`config.mk`:
```
export PLATFORM = sky130hd
export DESIGN_NAME = subclass_decoder
export DESIGN_NICKNAME = d
export VERILOG_FILES = /design/src/halfword_decode_pkg.sv /design/src/subclass_decoder.sv /design/src/misc_class_decode.sv /design/src/load_store_decode.sv
export SDC_FILE = /design/constraint.sdc
export NUM_CORES = 1
export LEC_CHECK = 0
export BUFFER_PORTS_ARGS = -buffer_cell sky130_fd_sc_hd__buf_2
export CAP_MARGIN = 20
export CORE_ASPECT_RATIO = 1.2
export CORE_MARGIN = 2
export CORE_UTILIZATION = 55
export CTS_CLUSTER_DIAMETER = 150
export DETAILED_ROUTE_END_ITERATION = 10
export GPL_TIMING_DRIVEN = 0
export PLACE_DENSITY = 0.8
export SLEW_MARGIN = 30
export SYNTH_ARGS = -nofsm -noshare
export SYNTH_HDL_FRONTEND = slang
export SYNTH_HIERARCHICAL = 1
export SYNTH_SLANG_ARGS = --single-unit
```
`constraint.sdc`:
```
create_clock -name core_clk -period 0.8 [get_ports core_clk]
set_input_delay 0.24 -clock core_clk [delete_from_list [all_inputs] [get_ports core_clk]]
set_output_delay 0.24 -clock core_clk [all_outputs]
set_load 0.03 [all_outputs]
```
`src/halfword_decode_pkg.sv`:
```
// Purpose: Shared types and field positions for the halfword class decoder
// Assumes: 16-bit halfwords arrive from fetch with a valid strobe
// Notes: Field positions and class codes are named once here
package halfword_decode_pkg;

   localparam int HW_W = 16;
   // Class selectors
   localparam logic [5:0] DP_TOP = 6'h10;
   localparam logic [5:0] SPECIAL_TOP = 6'h11;
   localparam logic [3:0] MISC_TOP = 4'hb;
   localparam logic [3:0] BRANCH_TOP = 4'hd;
   localparam logic [7:0] HINT_TOP = 8'hbf;
   localparam logic [1:0] WIDE_TOP = 2'h3;
   localparam logic [2:0] WIDE_LOW_MIN = 3'h5;
   // Load/store top fields
   localparam logic [3:0] LS_REG = 4'h5;
   localparam logic [3:0] LS_WORD_IMM = 4'h6;
   localparam logic [3:0] LS_BYTE_IMM = 4'h7;
   localparam logic [3:0] LS_HALF_IMM = 4'h8;
   localparam logic [3:0] LS_SP_REL = 4'h9;
   // Special data codes
   localparam logic [3:0] SPECIAL_UNPRED = 4'h4;
   // Miscellaneous exact codes
   localparam logic [6:0] MISC_STATE_CHANGE = 7'h33;
   // Branch codes
   localparam logic [3:0] BR_UNDEF = 4'he;
   localparam logic [3:0] BR_SVC = 4'hf;

   typedef enum logic [5:0] {
      none_op = 6'h00,
      and_op = 6'h01,
      exclusive_or_op = 6'h02,
      left_shift_op = 6'h03,
      logical_right_shift_op = 6'h04,
      arith_right_shift_op = 6'h05,
      add_carry_op = 6'h06,
      subtract_carry_op = 6'h07,
      rotate_right_op = 6'h08,
      flag_test_op = 6'h09,
      reverse_subtract_op = 6'h0a,
      compare_op = 6'h0b,
      compare_negated_op = 6'h0c,
      inclusive_or_op = 6'h0d,
      multiply_op = 6'h0e,
      bit_clear_op = 6'h0f,
      invert_op = 6'h10,
      add_reg_op = 6'h11,
      move_reg_op = 6'h12,
      branch_exchange_op = 6'h13,
      branch_link_exchange_op = 6'h14,
      store_word_op = 6'h15,
      store_half_op = 6'h16,
      store_byte_op = 6'h17,
      load_word_op = 6'h18,
      load_half_op = 6'h19,
      load_byte_op = 6'h1a,
      load_signed_byte_op = 6'h1b,
      load_signed_half_op = 6'h1c,
      store_sp_word_op = 6'h1d,
      load_sp_word_op = 6'h1e,
      sp_add_imm_op = 6'h1f,
      sp_sub_imm_op = 6'h20,
      sign_extend_half_op = 6'h21,
      sign_extend_byte_op = 6'h22,
      zero_extend_half_op = 6'h23,
      zero_extend_byte_op = 6'h24,
      push_multi_op = 6'h25,
      pop_multi_op = 6'h26,
      state_change_op = 6'h27,
      byte_swap_word_op = 6'h28,
      byte_swap_halves_op = 6'h29,
      byte_swap_signed_low_op = 6'h2a,
      breakpoint_op = 6'h2b,
      no_operation_hint = 6'h2c,
      yield_hint = 6'h2d,
      wait_event_hint = 6'h2e,
      wait_interrupt_hint = 6'h2f,
      send_event_hint = 6'h30,
      cond_branch_op = 6'h31,
      permanent_undefined_op = 6'h32,
      supervisor_call_op = 6'h33
   } op_e;

   typedef struct packed {
      op_e op;
      logic undef;
      logic unpred;
      logic wide;
      logic hit;
   } dec_s;

   typedef struct packed {
      logic valid;
      dec_s dec;
   } state_s;

endpackage : halfword_decode_pkg

```
`src/subclass_decoder.sv`:
```
// Purpose: Classifies 16-bit halfwords of six encoding classes, registered
// Assumes: Halfword and valid strobe are synchronous to core_clk
// Notes: One cycle latency; outputs come straight from flip-flops
//
// What this block does
// RULE_01: Class 010000 opcodes 0000-0100 give and, xor, shifts on registers.
// RULE_02: Opcodes 0101-0111 give add with carry, subtract with carry, rotate.
// RULE_03: Opcodes 1000-1011 give flag test, negate, compare, compare negated.
// RULE_04: Opcodes 1100-1111 give or, multiply, bit clear, invert.
// RULE_05: Class 010001: 00xx add, 0100 unpredictable, 0101/011x compare, 10xx move.
// RULE_06: Special class 110x branch-exchange, 111x branch-link-exchange.
// RULE_07: Top field 0101, 011x, 100x is load/store, qualified by next field.
// RULE_08: Register offset form: eight loads and stores by the three-bit field.
// RULE_09: Immediate forms: 0110 word, 0111 byte, 1000 half; MSB picks load.
// RULE_10: Top field 1001 is stack-relative word store or load.
// RULE_11: Misc 00000xx adds immediate to stack, 00001xx subtracts.
// RULE_12: Misc extend and byte-reverse opcodes as allocated.
// RULE_13: Misc push, pop, state change, breakpoint and hint subspace.
// RULE_14: Unallocated miscellaneous opcodes are flagged undefined.
// RULE_15: Hint with nonzero low field is undefined.
// RULE_16: Hint upper field 0000-0100 gives nop, yield, wait, wait irq, send.
// RULE_17: Other hints with zero low field execute as no-operation.
// RULE_18: Class 1101: branch unless 111x; 1110 undefined; 1111 supervisor call.
// RULE_19: Bits 15:11 of 11101, 11110, 11111 mark a wide instruction.
// RULE_20: Undefined encodings raise an undefined-instruction indication.
// RULE_21: Field positions follow the fixed bit layout of each class.
module subclass_decoder
   import halfword_decode_pkg::*;
(
   input wire logic core_clk,
   input wire logic rst_n,
   input wire logic [halfword_decode_pkg::HW_W-1:0] hw,
   input wire logic hw_valid,
   output logic dec_valid,
   output halfword_decode_pkg::op_e op,
   output logic undef,
   output logic unpred,
   output logic wide,
   output logic hit
);
   import halfword_decode_pkg::*;

   ////////////////////////////////////////////////////////////////////////
   // Class decoders
   state_s state_q;
   state_s state_d;
   dec_s ls_dec;
   dec_s misc_dec;
   logic [3:0] opc4;
   logic [3:0] br_opc;

   assign opc4 = hw[9:6]; // see RULE_21
   assign br_opc = hw[11:8]; // see RULE_21

   load_store_decode u_ls (
      .hw(hw),
      .dec(ls_dec)
   );

   misc_class_decode u_misc (
      .hw(hw),
      .dec(misc_dec)
   );

   ////////////////////////////////////////////////////////////////////////
   // Next state
   always_comb
   begin
      state_d = state_q;
      state_d.valid = hw_valid;
      state_d.dec = '0;
      state_d.dec.op = none_op;
      if (hw[15:14] == WIDE_TOP && hw[13:11] >= WIDE_LOW_MIN)
      begin
         state_d.dec.wide = 1'b1; // see RULE_19
      end
      else if (hw[15:10] == DP_TOP)
      begin
         state_d.dec.hit = 1'b1;
         case (opc4)
            4'h0: state_d.dec.op = and_op; // see RULE_01
            4'h1: state_d.dec.op = exclusive_or_op; // see RULE_01
            4'h2: state_d.dec.op = left_shift_op; // see RULE_01
            4'h3: state_d.dec.op = logical_right_shift_op; // see RULE_01
            4'h4: state_d.dec.op = arith_right_shift_op; // see RULE_01
            4'h5: state_d.dec.op = add_carry_op; // see RULE_02
            4'h6: state_d.dec.op = subtract_carry_op; // see RULE_02
            4'h7: state_d.dec.op = rotate_right_op; // see RULE_02
            4'h8: state_d.dec.op = flag_test_op; // see RULE_03
            4'h9: state_d.dec.op = reverse_subtract_op; // see RULE_03
            4'ha: state_d.dec.op = compare_op; // see RULE_03
            4'hb: state_d.dec.op = compare_negated_op; // see RULE_03
            4'hc: state_d.dec.op = inclusive_or_op; // see RULE_04
            4'hd: state_d.dec.op = multiply_op; // see RULE_04
            4'he: state_d.dec.op = bit_clear_op; // see RULE_04
            default: state_d.dec.op = invert_op; // see RULE_04
         endcase
      end
      else if (hw[15:10] == SPECIAL_TOP)
      begin
         state_d.dec.hit = 1'b1;
         casez (opc4)
            4'b00??: state_d.dec.op = add_reg_op; // see RULE_05
            SPECIAL_UNPRED: state_d.dec.unpred = 1'b1; // see RULE_05
            4'b0101: state_d.dec.op = compare_op; // see RULE_05
            4'b011?: state_d.dec.op = compare_op; // see RULE_05
            4'b10??: state_d.dec.op = move_reg_op; // see RULE_05
            4'b110?: state_d.dec.op = branch_exchange_op; // see RULE_06
            default: state_d.dec.op = branch_link_exchange_op; // see RULE_06
         endcase
      end
      else if (hw[15:12] == MISC_TOP)
      begin
         state_d.dec = misc_dec; // see RULE_14
      end
      else if (hw[15:12] == BRANCH_TOP)
      begin
         state_d.dec.hit = 1'b1;
         case (br_opc) // see RULE_18
            BR_UNDEF:
            begin
               state_d.dec.op = permanent_undefined_op;
               state_d.dec.undef = 1'b1; // see RULE_20
            end
            BR_SVC: state_d.dec.op = supervisor_call_op;
            default: state_d.dec.op = cond_branch_op;
         endcase
      end
      else if (ls_dec.hit)
      begin
         state_d.dec = ls_dec; // see RULE_07
      end
      if (!hw_valid)
      begin
         state_d.dec = '0;
         state_d.dec.op = none_op;
      end
   end

   ////////////////////////////////////////////////////////////////////////
   // State register
   always_ff @(posedge core_clk or negedge rst_n)
   begin
      if (!rst_n)
      begin
         state_q <= '0;
      end
      else
      begin
         state_q <= state_d;
      end
   end

   assign dec_valid = state_q.valid;
   assign op = state_q.dec.op;
   assign undef = state_q.dec.undef;
   assign unpred = state_q.dec.unpred;
   assign wide = state_q.dec.wide;
   assign hit = state_q.dec.hit;

   ////////////////////////////////////////////////////////////////////////
   // Checks
   dp_xor_a: assert property ( // see RULE_01
      @(posedge core_clk) disable iff (!rst_n)
      hw_valid && hw[15:6] == 10'h101
      |=> op == exclusive_or_op)
      else $error("xor not decoded");

   dp_adc_a: assert property ( // see RULE_02
      @(posedge core_clk) disable iff (!rst_n)
      hw_valid && hw[15:6] == 10'h105
      |=> op == add_carry_op)
      else $error("add with carry not decoded");

   dp_cmn_a: assert property ( // see RULE_03
      @(posedge core_clk) disable iff (!rst_n)
      hw_valid && hw[15:6] == 10'h10b
      |=> op == compare_negated_op)
      else $error("compare negated not decoded");

   dp_mul_a: assert property ( // see RULE_04
      @(posedge core_clk) disable iff (!rst_n)
      hw_valid && hw[15:6] == 10'h10d
      |=> op == multiply_op)
      else $error("multiply not decoded");

   sp_unpred_a: assert property ( // see RULE_05
      @(posedge core_clk) disable iff (!rst_n)
      hw_valid && hw[15:6] == 10'h114
      |=> unpred && !undef)
      else $error("special unpredictable missed");

   bx_dec_a: assert property ( // see RULE_06
      @(posedge core_clk) disable iff (!rst_n)
      hw_valid && hw[15:7] == 9'h8e
      |=> op == branch_exchange_op)
      else $error("branch exchange missed");

   ls_hit_a: assert property ( // see RULE_07
      @(posedge core_clk) disable iff (!rst_n)
      hw_valid && (hw[15:12] == 4'h5 || hw[15:13] == 3'h3
         || hw[15:13] == 3'h4)
      |=> hit && !undef && op != none_op)
      else $error("load store class missed");

   ls_sp_a: assert property ( // see RULE_10
      @(posedge core_clk) disable iff (!rst_n)
      hw_valid && hw[15:11] == 5'h13
      |=> op == load_sp_word_op)
      else $error("stack load missed");

   ls_reg_a: assert property ( // see RULE_08
      @(posedge core_clk) disable iff (!rst_n)
      hw_valid && hw[15:9] == 7'h2f
      |=> op == load_signed_half_op)
      else $error("signed half load missed");

   ls_imm_a: assert property ( // see RULE_09
      @(posedge core_clk) disable iff (!rst_n)
      hw_valid && hw[15:11] == 5'h0e
      |=> op == store_byte_op)
      else $error("byte store missed");

   misc_add_a: assert property ( // see RULE_11
      @(posedge core_clk) disable iff (!rst_n)
      hw_valid && hw[15:7] == 9'h160
      |=> op == sp_add_imm_op)
      else $error("stack add missed");

   misc_sp_a: assert property ( // see RULE_11
      @(posedge core_clk) disable iff (!rst_n)
      hw_valid && hw[15:7] == 9'h161
      |=> op == sp_sub_imm_op)
      else $error("stack subtract missed");

   misc_rev_a: assert property ( // see RULE_12
      @(posedge core_clk) disable iff (!rst_n)
      hw_valid && hw[15:6] == 10'h2e8
      |=> op == byte_swap_word_op)
      else $error("byte reverse missed");

   misc_ext_a: assert property ( // see RULE_12
      @(posedge core_clk) disable iff (!rst_n)
      hw_valid && hw[15:6] == 10'h2c9
      |=> op == sign_extend_byte_op)
      else $error("sign extend byte missed");

   misc_cps_a: assert property ( // see RULE_13
      @(posedge core_clk) disable iff (!rst_n)
      hw_valid && hw[15:5] == 11'h5b3
      |=> op == state_change_op)
      else $error("state change missed");

   misc_push_a: assert property ( // see RULE_13
      @(posedge core_clk) disable iff (!rst_n)
      hw_valid && hw[15:9] == 7'h5a
      |=> op == push_multi_op)
      else $error("push missed");

   misc_pop_a: assert property ( // see RULE_13
      @(posedge core_clk) disable iff (!rst_n)
      hw_valid && hw[15:9] == 7'h5e
      |=> op == pop_multi_op)
      else $error("pop missed");

   misc_breakpoint_op_a: assert property ( // see RULE_13
      @(posedge core_clk) disable iff (!rst_n)
      hw_valid && hw[15:8] == 8'hbe
      |=> op == breakpoint_op)
      else $error("breakpoint missed");

   misc_undef_a: assert property ( // see RULE_14
      @(posedge core_clk) disable iff (!rst_n)
      hw_valid && hw[15:9] == 7'h5b && hw[8:5] != 4'h3
      |=> undef)
      else $error("unallocated misc not undefined");

   hint_undef_a: assert property ( // see RULE_15
      @(posedge core_clk) disable iff (!rst_n)
      hw_valid && hw[15:8] == HINT_TOP && hw[3:0] != 4'h0
      |=> undef)
      else $error("hint with low field not undefined");

   hint_wfi_a: assert property ( // see RULE_16
      @(posedge core_clk) disable iff (!rst_n)
      hw_valid && hw == 16'hbf30
      |=> op == wait_interrupt_hint)
      else $error("wait interrupt missed");

   hint_sev_a: assert property ( // see RULE_16
      @(posedge core_clk) disable iff (!rst_n)
      hw_valid && hw == 16'hbf40
      |=> op == send_event_hint)
      else $error("send event missed");

   hint_nop_a: assert property ( // see RULE_17
      @(posedge core_clk) disable iff (!rst_n)
      hw_valid && hw == 16'hbf90
      |=> op == no_operation_hint && !undef)
      else $error("unallocated hint not nop");

   br_udf_a: assert property ( // see RULE_18
      @(posedge core_clk) disable iff (!rst_n)
      hw_valid && hw[15:8] == 8'hde
      |=> undef && op == permanent_undefined_op)
      else $error("permanent undefined missed");

   br_svc_a: assert property ( // see RULE_18
      @(posedge core_clk) disable iff (!rst_n)
      hw_valid && hw[15:8] == 8'hdf
      |=> op == supervisor_call_op && !undef)
      else $error("supervisor call missed");

   wide_a: assert property ( // see RULE_19
      @(posedge core_clk) disable iff (!rst_n)
      hw_valid && hw[15:11] >= 5'h1d
      |=> wide && !hit)
      else $error("wide halfword decoded");

   undef_src_a: assert property ( // see RULE_20
      @(posedge core_clk) disable iff (!rst_n)
      undef |-> $past(hw_valid) && ($past(hw[15:12]) == 4'hb
         || $past(hw[15:8]) == 8'hde))
      else $error("spurious undefined");

   idle_a: assert property ( // see RULE_21
      @(posedge core_clk) disable iff (!rst_n)
      !hw_valid
      |=> !dec_valid && !undef && !hit)
      else $error("decode without valid");

   hint_c: cover property (@(posedge core_clk) disable iff (!rst_n)
      dec_valid && op == send_event_hint);
   undef_c: cover property (@(posedge core_clk) disable iff (!rst_n)
      dec_valid && undef);
   load_c: cover property (@(posedge core_clk) disable iff (!rst_n)
      dec_valid && op == load_signed_byte_op);
   branch_c: cover property (@(posedge core_clk) disable iff (!rst_n)
      dec_valid && op == cond_branch_op ##1 dec_valid && wide);
   store_c: cover property (@(posedge core_clk) disable iff (!rst_n)
      dec_valid && op == store_sp_word_op);

endmodule : subclass_decoder

```
`src/misc_class_decode.sv`:
```
// Purpose: Decodes the miscellaneous class including the hint subspace
// Assumes: Caller qualifies the class by the top four bits
// Notes: Purely combinational
module misc_class_decode
   import halfword_decode_pkg::*;
(
   input wire logic [HW_W-1:0] hw,
   output halfword_decode_pkg::dec_s dec
);
   logic [6:0] opc;
   logic [3:0] upper_subfield;
   logic [3:0] lower_subfield;
   assign opc = hw[11:5];
   assign upper_subfield = hw[7:4];
   assign lower_subfield = hw[3:0];

   always_comb
   begin
      dec = '0;
      dec.hit = 1'b1;
      dec.op = none_op;
      casez (opc)
         7'b00000??: dec.op = sp_add_imm_op; // see RULE_11
         7'b00001??: dec.op = sp_sub_imm_op; // see RULE_11
         7'b001000?: dec.op = sign_extend_half_op; // see RULE_12
         7'b001001?: dec.op = sign_extend_byte_op; // see RULE_12
         7'b001010?: dec.op = zero_extend_half_op; // see RULE_12
         7'b001011?: dec.op = zero_extend_byte_op; // see RULE_12
         7'b010????: dec.op = push_multi_op; // see RULE_13
         MISC_STATE_CHANGE: dec.op = state_change_op; // see RULE_13
         7'b101000?: dec.op = byte_swap_word_op; // see RULE_12
         7'b101001?: dec.op = byte_swap_halves_op; // see RULE_12
         7'b101011?: dec.op = byte_swap_signed_low_op; // see RULE_12
         7'b110????: dec.op = pop_multi_op; // see RULE_13
         7'b1110???: dec.op = breakpoint_op; // see RULE_13
         7'b1111???:
         begin
            if (lower_subfield != 4'h0)
               dec.undef = 1'b1; // see RULE_15
            else
               case (upper_subfield) // see RULE_16
                  4'h0: dec.op = no_operation_hint;
                  4'h1: dec.op = yield_hint;
                  4'h2: dec.op = wait_event_hint;
                  4'h3: dec.op = wait_interrupt_hint;
                  4'h4: dec.op = send_event_hint;
                  default: dec.op = no_operation_hint; // see RULE_17
               endcase
         end
         default: dec.undef = 1'b1; // see RULE_14
      endcase
   end
endmodule : misc_class_decode

```
`src/load_store_decode.sv`:
```
// Purpose: Decodes the single-item load/store class
// Assumes: Caller qualifies hit with the other classes
// Notes: Purely combinational
module load_store_decode
   import halfword_decode_pkg::*;
(
   input wire logic [HW_W-1:0] hw,
   output halfword_decode_pkg::dec_s dec
);
   logic [3:0] upper_subfield;
   logic [2:0] lower_subfield;
   assign upper_subfield = hw[15:12];
   assign lower_subfield = hw[11:9];

   always_comb
   begin
      dec = '0;
      dec.op = none_op;
      dec.hit = 1'b1; // see RULE_07
      case (upper_subfield)
         LS_REG:
            case (lower_subfield) // see RULE_08
               3'h0: dec.op = store_word_op;
               3'h1: dec.op = store_half_op;
               3'h2: dec.op = store_byte_op;
               3'h3: dec.op = load_signed_byte_op;
               3'h4: dec.op = load_word_op;
               3'h5: dec.op = load_half_op;
               3'h6: dec.op = load_byte_op;
               default: dec.op = load_signed_half_op;
            endcase
         LS_WORD_IMM: // see RULE_09
            dec.op = lower_subfield[2] ? load_word_op : store_word_op;
         LS_BYTE_IMM: // see RULE_09
            dec.op = lower_subfield[2] ? load_byte_op : store_byte_op;
         LS_HALF_IMM: // see RULE_09
            dec.op = lower_subfield[2] ? load_half_op : store_half_op;
         LS_SP_REL: // see RULE_10
            dec.op = lower_subfield[2] ? load_sp_word_op : store_sp_word_op;
         default: dec.hit = 1'b0;
      endcase
   end
endmodule : load_store_decode

```
==> impl_metrics.tcl, run 1 <==
set metrics [dict create \
    outcome "finished with violations" \
    failing_checks "negative setup slack" \
    gp_congestion 0.9135 \
    cts_tree "yes" \
    syn_area_per_cell_sq_um 7.461 \
    slew_viol_final 0 \
    async_flop_share 1.000 \
    maxCapViolCount 0 \
    layout_setup_ws_ns -1.020 \
    core_area_sq_um 2477 \
    finish.utilization 0.8015 \
    design.die.area_sq_um 2972 \
    grt_first_pass_wirelength_um 7348 \
    grt_pass1_vias 1626 \
    max_freq_mhz 549.4 \
    worst_setup_slack_after_placement_ns -1.352 \
    tightestPinTransition_ns 0.6249 \
    hold_path_depth 1 \
    routed_wire_length_um 4447 \
    std_cell_rows 20 \
    synth_edf_count 0 \
    timing.critical_path.slowest_stage_cell "sky130_fd_sc_hd__or4_4" \
    area_growth_pct 41.57 \
    num_io_pins 30 \
    min_period_ns 1.820 \
    mostFrequentLayoutCell "sky130_fd_sc_hd__buf_6" \
    layoutNonFillerInstCount 270 \
    post_synthesis_instance_total 188 \
    h-tree-depth 1 \
    clkTransAtPathRegs_ns 0.07 \
    cts.sinks 11 \
    finalNetCount 261 \
    drt_first_pass_iters 5 \
    crit_path_cell_trace "buf_6 -> or4b_1 -> or4_4 -> o41ai_1 -> or4_1 -> nor2_1 -> nor4_1" \
    via_per_inst 6.326 \
    p_per_area_nw_per_um2 914.3 \
    die-height_um 59.32 \
    cp_data_arrival_time_ns 1.98 \
    ctsRootBufferMaster "sky130_fd_sc_hd__clkbuf_4" \
    crit_path_max_incr_delay_ns 0.54 \
    globalRouteTotalUtil 0.3185 \
    first_iter_violations 78 \
    pin_count_of_the_biggest_net_entering_global_routing 14 \
    vdd_ir_drop_max_mv 0.5549 \
    critical_path.endpoint_type "register" \
    post-layout-total-power_mw 1.816 \
    hold_violations 0 \
    data_required_time_at_the_worst_endpoint_ns 0.96 \
    peak_fanout_along_the_critical_path 4 \
    number_of_synthesized_register_bits 11 \
    worst_hold_path_type "in -> reg" \
    maxSlewHeadroom 0.5780 \
    synth_ff_type "sky130_fd_sc_hd__dfrtp_1" \
    globalRouteOverflowTotal 0 \
    placedCellCount 254 \
    clock_buffers_created_by_tritoncts 3 \
    hold_path_startpoint "hw_valid" \
    power.leakage_nw 0.8981 \
    floorplan.die.width_um 50.10 \
    initial_util 0.5662 \
    synth_seq_area_share 0.1963 \
    worst_hold_path.endpoint "dec_valid$_DFF_PN0_" \
    holdWs_ns 0.1520 \
    antenna_found_initial 0 \
    yosysWarnings 6 \
    dr_total_vias 1708 \
    setup_crit_start_kind "primary input" \
    setup_viol_count_final 21 \
    place_hpwl_um 2690 \
    post-route-period-util 2.275 \
    grt_setup_unrepaired "yes" \
    postRouteAntennaNets 0 \
    final.fill_count 160 \
    port_buffers 29 \
    final_layout_size_suffix_gt1_frac 0.3249 \
    critPathKind "in -> reg" \
    clk_path_buf_depth 2 \
    synth.lib_cells_used.distinct 52 \
    most-common-layout-cells "20 x sky130_fd_sc_hd__buf_6, 17 x sky130_fd_sc_hd__buf_4, 14 x sky130_fd_sc_hd__nor2_1, 12 x sky130_fd_sc_hd__buf_2" \
    drc_violation_count_after_routing 0 \
    detail_route.wl_per_cell_um 16.47 \
    n_antenna_cell 0 \
    syn-cell-area_sq_um 1403 \
]
==> metrics by stage <==
stage               cell area (sq um)  setup TNS, ns
floorplan                        1435         -7.700
global placement                 1622         -10.78
detailed placement               1622         -11.01
CTS                              1946         -9.671
global route                     1986         -10.66
finish                           1986         -10.03
==> flip-flops by register name (all words and copies together) (netlist names) <==
register	count
undef	1
op	6
dec_valid	1
wide	1
unpred	1
hit	1
==> worst max-delay path by stage <==
stage                            endpoint  cells past startpoint  slack [ns]   from
after CTS                 op[0]$_DFF_PN0_                      7       -0.98  hw[0]
after detailed placement  undef$_DFF_PN0_                      7       -1.35  hw[9]
after global routing      op[0]$_DFF_PN0_                      7       -1.09  hw[0]
final                     op[5]$_DFF_PN0_                      7       -1.02  hw[0]
after global placement    op[0]$_DFF_PN0_                      7       -1.34  hw[9]
after floorplan           op[0]$_DFF_PN0_                      6       -1.04  hw[0]
==> logic make-up (layout without fill, tap and decap cells) <==
kind of cell               Yosys count  count (layout)  synth area share
and+or+nand+nor                     81              81            0.3434
DFF                                 11              11            0.1963
AOI/OAI and AO/OA                   60              60            0.3024
adders and majority gates            4               4           0.03568
muxes                                3               3           0.02230
other                                3               7          0.008028
buffers and inverters               26              71           0.09188
==> synth_stat cells, drive strengths merged (3+ instances only) <==
library cell	number	area, sq um
nor2	14	52.55
a21oi	12	63.81
buf	11	72.57
dfrtp	11	275.3
nand2	9	33.78
clkbuf	8	30.03
nand2b	8	50.05
nor2b	8	50.05
nor3	8	45.04
inv	7	26.27
nand3	7	35.03
o21ai	7	35.03
o211ai	6	45.04
nor4	5	31.28
ha	4	50.05
nand4b	4	35.03
o22ai	4	25.02
or4	4	33.78
a211oi	3	22.52
a21o	3	22.52
a221oi	3	26.28
a22oi	3	22.52
a31oi	3	18.77
conb	3	11.26
o2111ai	3	26.28
or3	3	18.77
==> power by group <==
| part | internal [mW] | total (mW) | switching [mW] |
|---|---|---|---|
| combinational | 0.374 | 0.843 | 0.469 |
| clock | 0.193 | 0.377 | 0.184 |
| sequential | 0.583 | 0.596 | 0.0132 |
| total | 1.15 | 1.82 | 0.666 |
==> final cells by class <==
type                            count  area [sq um]  share of cell area
Tap cell                           33         41.29             0.02079
Inverter                            7         26.28             0.01323
Timing Repair Buffer               42         382.9              0.1928
Buffer                             18         118.9             0.05986
Clock buffer                        4         26.28             0.01323
Multi-Input combinational cell    155          1115              0.5614
Sequential cell                    11         275.3              0.1386
==> critical path, delay by kind of cell <==
kind | cells | cell delay [ns]
buf+inv | 1 | 0.09
simple gates | 5 | 1.50
compound gates | 1 | 0.15
==> per-layer routing <==
| layer | GRT usage | part of all wire |
|---|---|---|
| met1 | 0.3486 | 0.38 |
| met2 | 0.6053 | 0.53 |
| met3 | 0.03283 | 0.056 |
| met4 | 0.1548 | 0.036 |
| met5 | 0 | 0 |
==> repair_timing <==
action | in CTS | in global routing
resized for setup | 60 | 7
cloned | 0 | 0
hold endpoints to repair | 11 | 0
setup endpoints to repair | 21 | 21
pin swaps | 7 | 4
hold buffers | 1 | 0
setup buffers | 10 | 2
No activity file was read; power rests on OpenSTA's default activity.
==> run 2: changes to the inputs <==
BUFFER_PORTS_ARGS = not set   (was -buffer_cell sky130_fd_sc_hd__buf_2)
CORE_UTILIZATION = 60   (was 55)
DONT_BUFFER_PORTS = 1   (was not set)
PLACE_DENSITY = 0.76   (was 0.8)
==> impl_metrics.tcl, run 2 (same netlist as run 1, synthesis figures left out) <==
set metrics [dict create \
    outcome "finished with violations" \
    failing_checks "negative setup slack" \
    clkTransAtPathRegs_ns 0.06 \
    critPathKind "in -> reg" \
    pin_count_of_the_biggest_net_entering_global_routing 15 \
    placedInstanceArea_sq_um 1474 \
    globalRouteTotalUtil 0.2750 \
    core_area_sq_um 2258 \
    tightestPinTransition_ns 0.5187 \
    vdd_ir_drop_max_mv 1.133 \
    p_per_area_nw_per_um2 936.4 \
    finalNetCount 224 \
    die-height_um 56.97 \
    design.die.area_sq_um 2742 \
    clock_buffers_created_by_tritoncts 3 \
    layoutNonFillerInstCount 231 \
    grt_first_pass_wirelength_um 5644 \
    dr_total_vias 1522 \
    cts.sinks 11 \
    setup_crit_start_kind "primary input" \
    finish.utilization 0.7324 \
    mostFrequentLayoutCell "sky130_fd_sc_hd__nor2_1" \
    via_per_inst 6.589 \
    slew_viol_final 0 \
    initial_util 0.6211 \
    layout_setup_ws_ns -0.9305 \
    most-common-layout-cells "14 x sky130_fd_sc_hd__nor2_1, 11 x sky130_fd_sc_hd__a21oi_1, 9 x sky130_fd_sc_hd__buf_4, 8 x sky130_fd_sc_hd__nor2b_1" \
    floorplan.die.width_um 48.14 \
    drt_first_pass_iters 4 \
    cts_tree "yes" \
    peak_fanout_along_the_critical_path 4 \
    gp_congestion 0.8468 \
    final_layout_size_suffix_gt1_frac 0.2400 \
    max_freq_mhz 577.9 \
    clk_path_buf_depth 2 \
    maxCapViolCount 0 \
    worst_hold_path_type "in -> reg" \
    setup_viol_count_final 21 \
    h-tree-depth 1 \
    min_period_ns 1.731 \
    place_hpwl_um 2591 \
    dr.max_layer_used "met4" \
    largest_register_ff_count 6 \
    postRouteAntennaNets 0 \
    area_growth_pct 17.93 \
    critical_path.endpoint_type "register" \
    n_antenna_cell 0 \
    route.met2.wl_um 1932 \
    num_io_pins 30 \
    detail_route.wl_per_cell_um 16.33 \
    first_iter_violations 64 \
    drc_violation_count_after_routing 0 \
    placedCellCount 223 \
    post-route-period-util 2.163 \
    post-layout-total-power_mw 1.549 \
    std_cell_rows 19 \
    drt-met1-wl_um 1486 \
    maxSlewHeadroom 0.6516 \
    port_buffers 0 \
    met3RoutedLength_um 274 \
    layout.cell_area.non_filler_sq_um 1654 \
    data_required_time_at_the_worst_endpoint_ns 0.96 \
    antenna_found_initial 0 \
    grt_setup_unrepaired "yes" \
    grt_pass1_vias 1359 \
    ctsRootBufferMaster "sky130_fd_sc_hd__clkbuf_4" \
    power.leakage_nw 0.6861 \
    routed_wire_length_um 3773 \
    hold_violations 0 \
    globalRouteOverflowTotal 0 \
    cp_data_arrival_time_ns 1.90 \
]
[run 2: area by class of cell]
cell class | instances | area, sq um
Buffer | 18 | 100.1
Timing Repair Buffer | 5 | 46.29
Clock buffer | 4 | 26.28
Tap cell | 31 | 38.79
Multi-Input combinational cell | 155 | 1132
Inverter | 7 | 26.28
Sequential cell | 11 | 284.0
Fill cell | 180 | 604.3
[run 2: path summary, 6_finish.rpt]
kind | start | cells after the start | end
worst max-delay path | hw[0] | 6 | op[0]$_DFF_PN0_
worst min-delay path | hw_valid | 2 | wide$_DFF_PN0_
max in group asynchronous | rst_n | 1 | op[2]$_DFF_PN0_
min in group asynchronous | rst_n | 1 | op[0]$_DFF_PN0_
[run 2: power by group]
part           internal (mW)  total, mW  switching [mW]
registers              0.586      0.653          0.0666
clock network          0.193      0.363           0.170
logic                  0.235      0.533           0.297
[run 2: through the flow]
stage                     setup WS [ns]  hold WS, ns  setup TNS, ns
final                           -0.9305      0.07916         -8.100
after floorplan                  -1.042     -0.05559         -7.700
after CTS                       -0.8851      0.08126         -8.407
after global placement           -1.231     -0.05542         -9.204
after global routing            -0.9138      0.07176         -8.583
after detailed placement         -1.257     -0.05538         -9.297
[run 2: repair_timing]
action | in CTS | in global routing
gates resized for setup | 10 | 18
hold buffers | 2 | 0
buffers inserted | 0 | 3
pin swaps | 1 | 4
setup endpoints to repair | 21 | 21
endpoints found under the hold margin | 12 | 0
[run 2: metal layers]
layer	vias to the layer above	GRT usage
met2	69	0.4419
li1	727	-
met1	718	0.3518
met3	8	0.06646
met4	0	0.08880
met5	-	0
[run 2: critical path, cell delays in order]
cell                        delay [ns]
sky130_fd_sc_hd__or4b_4           0.51
sky130_fd_sc_hd__or4_4            0.54
sky130_fd_sc_hd__nor3_4           0.15
sky130_fd_sc_hd__a211o_1          0.19
sky130_fd_sc_hd__o2111ai_2        0.14
sky130_fd_sc_hd__o32ai_2          0.13
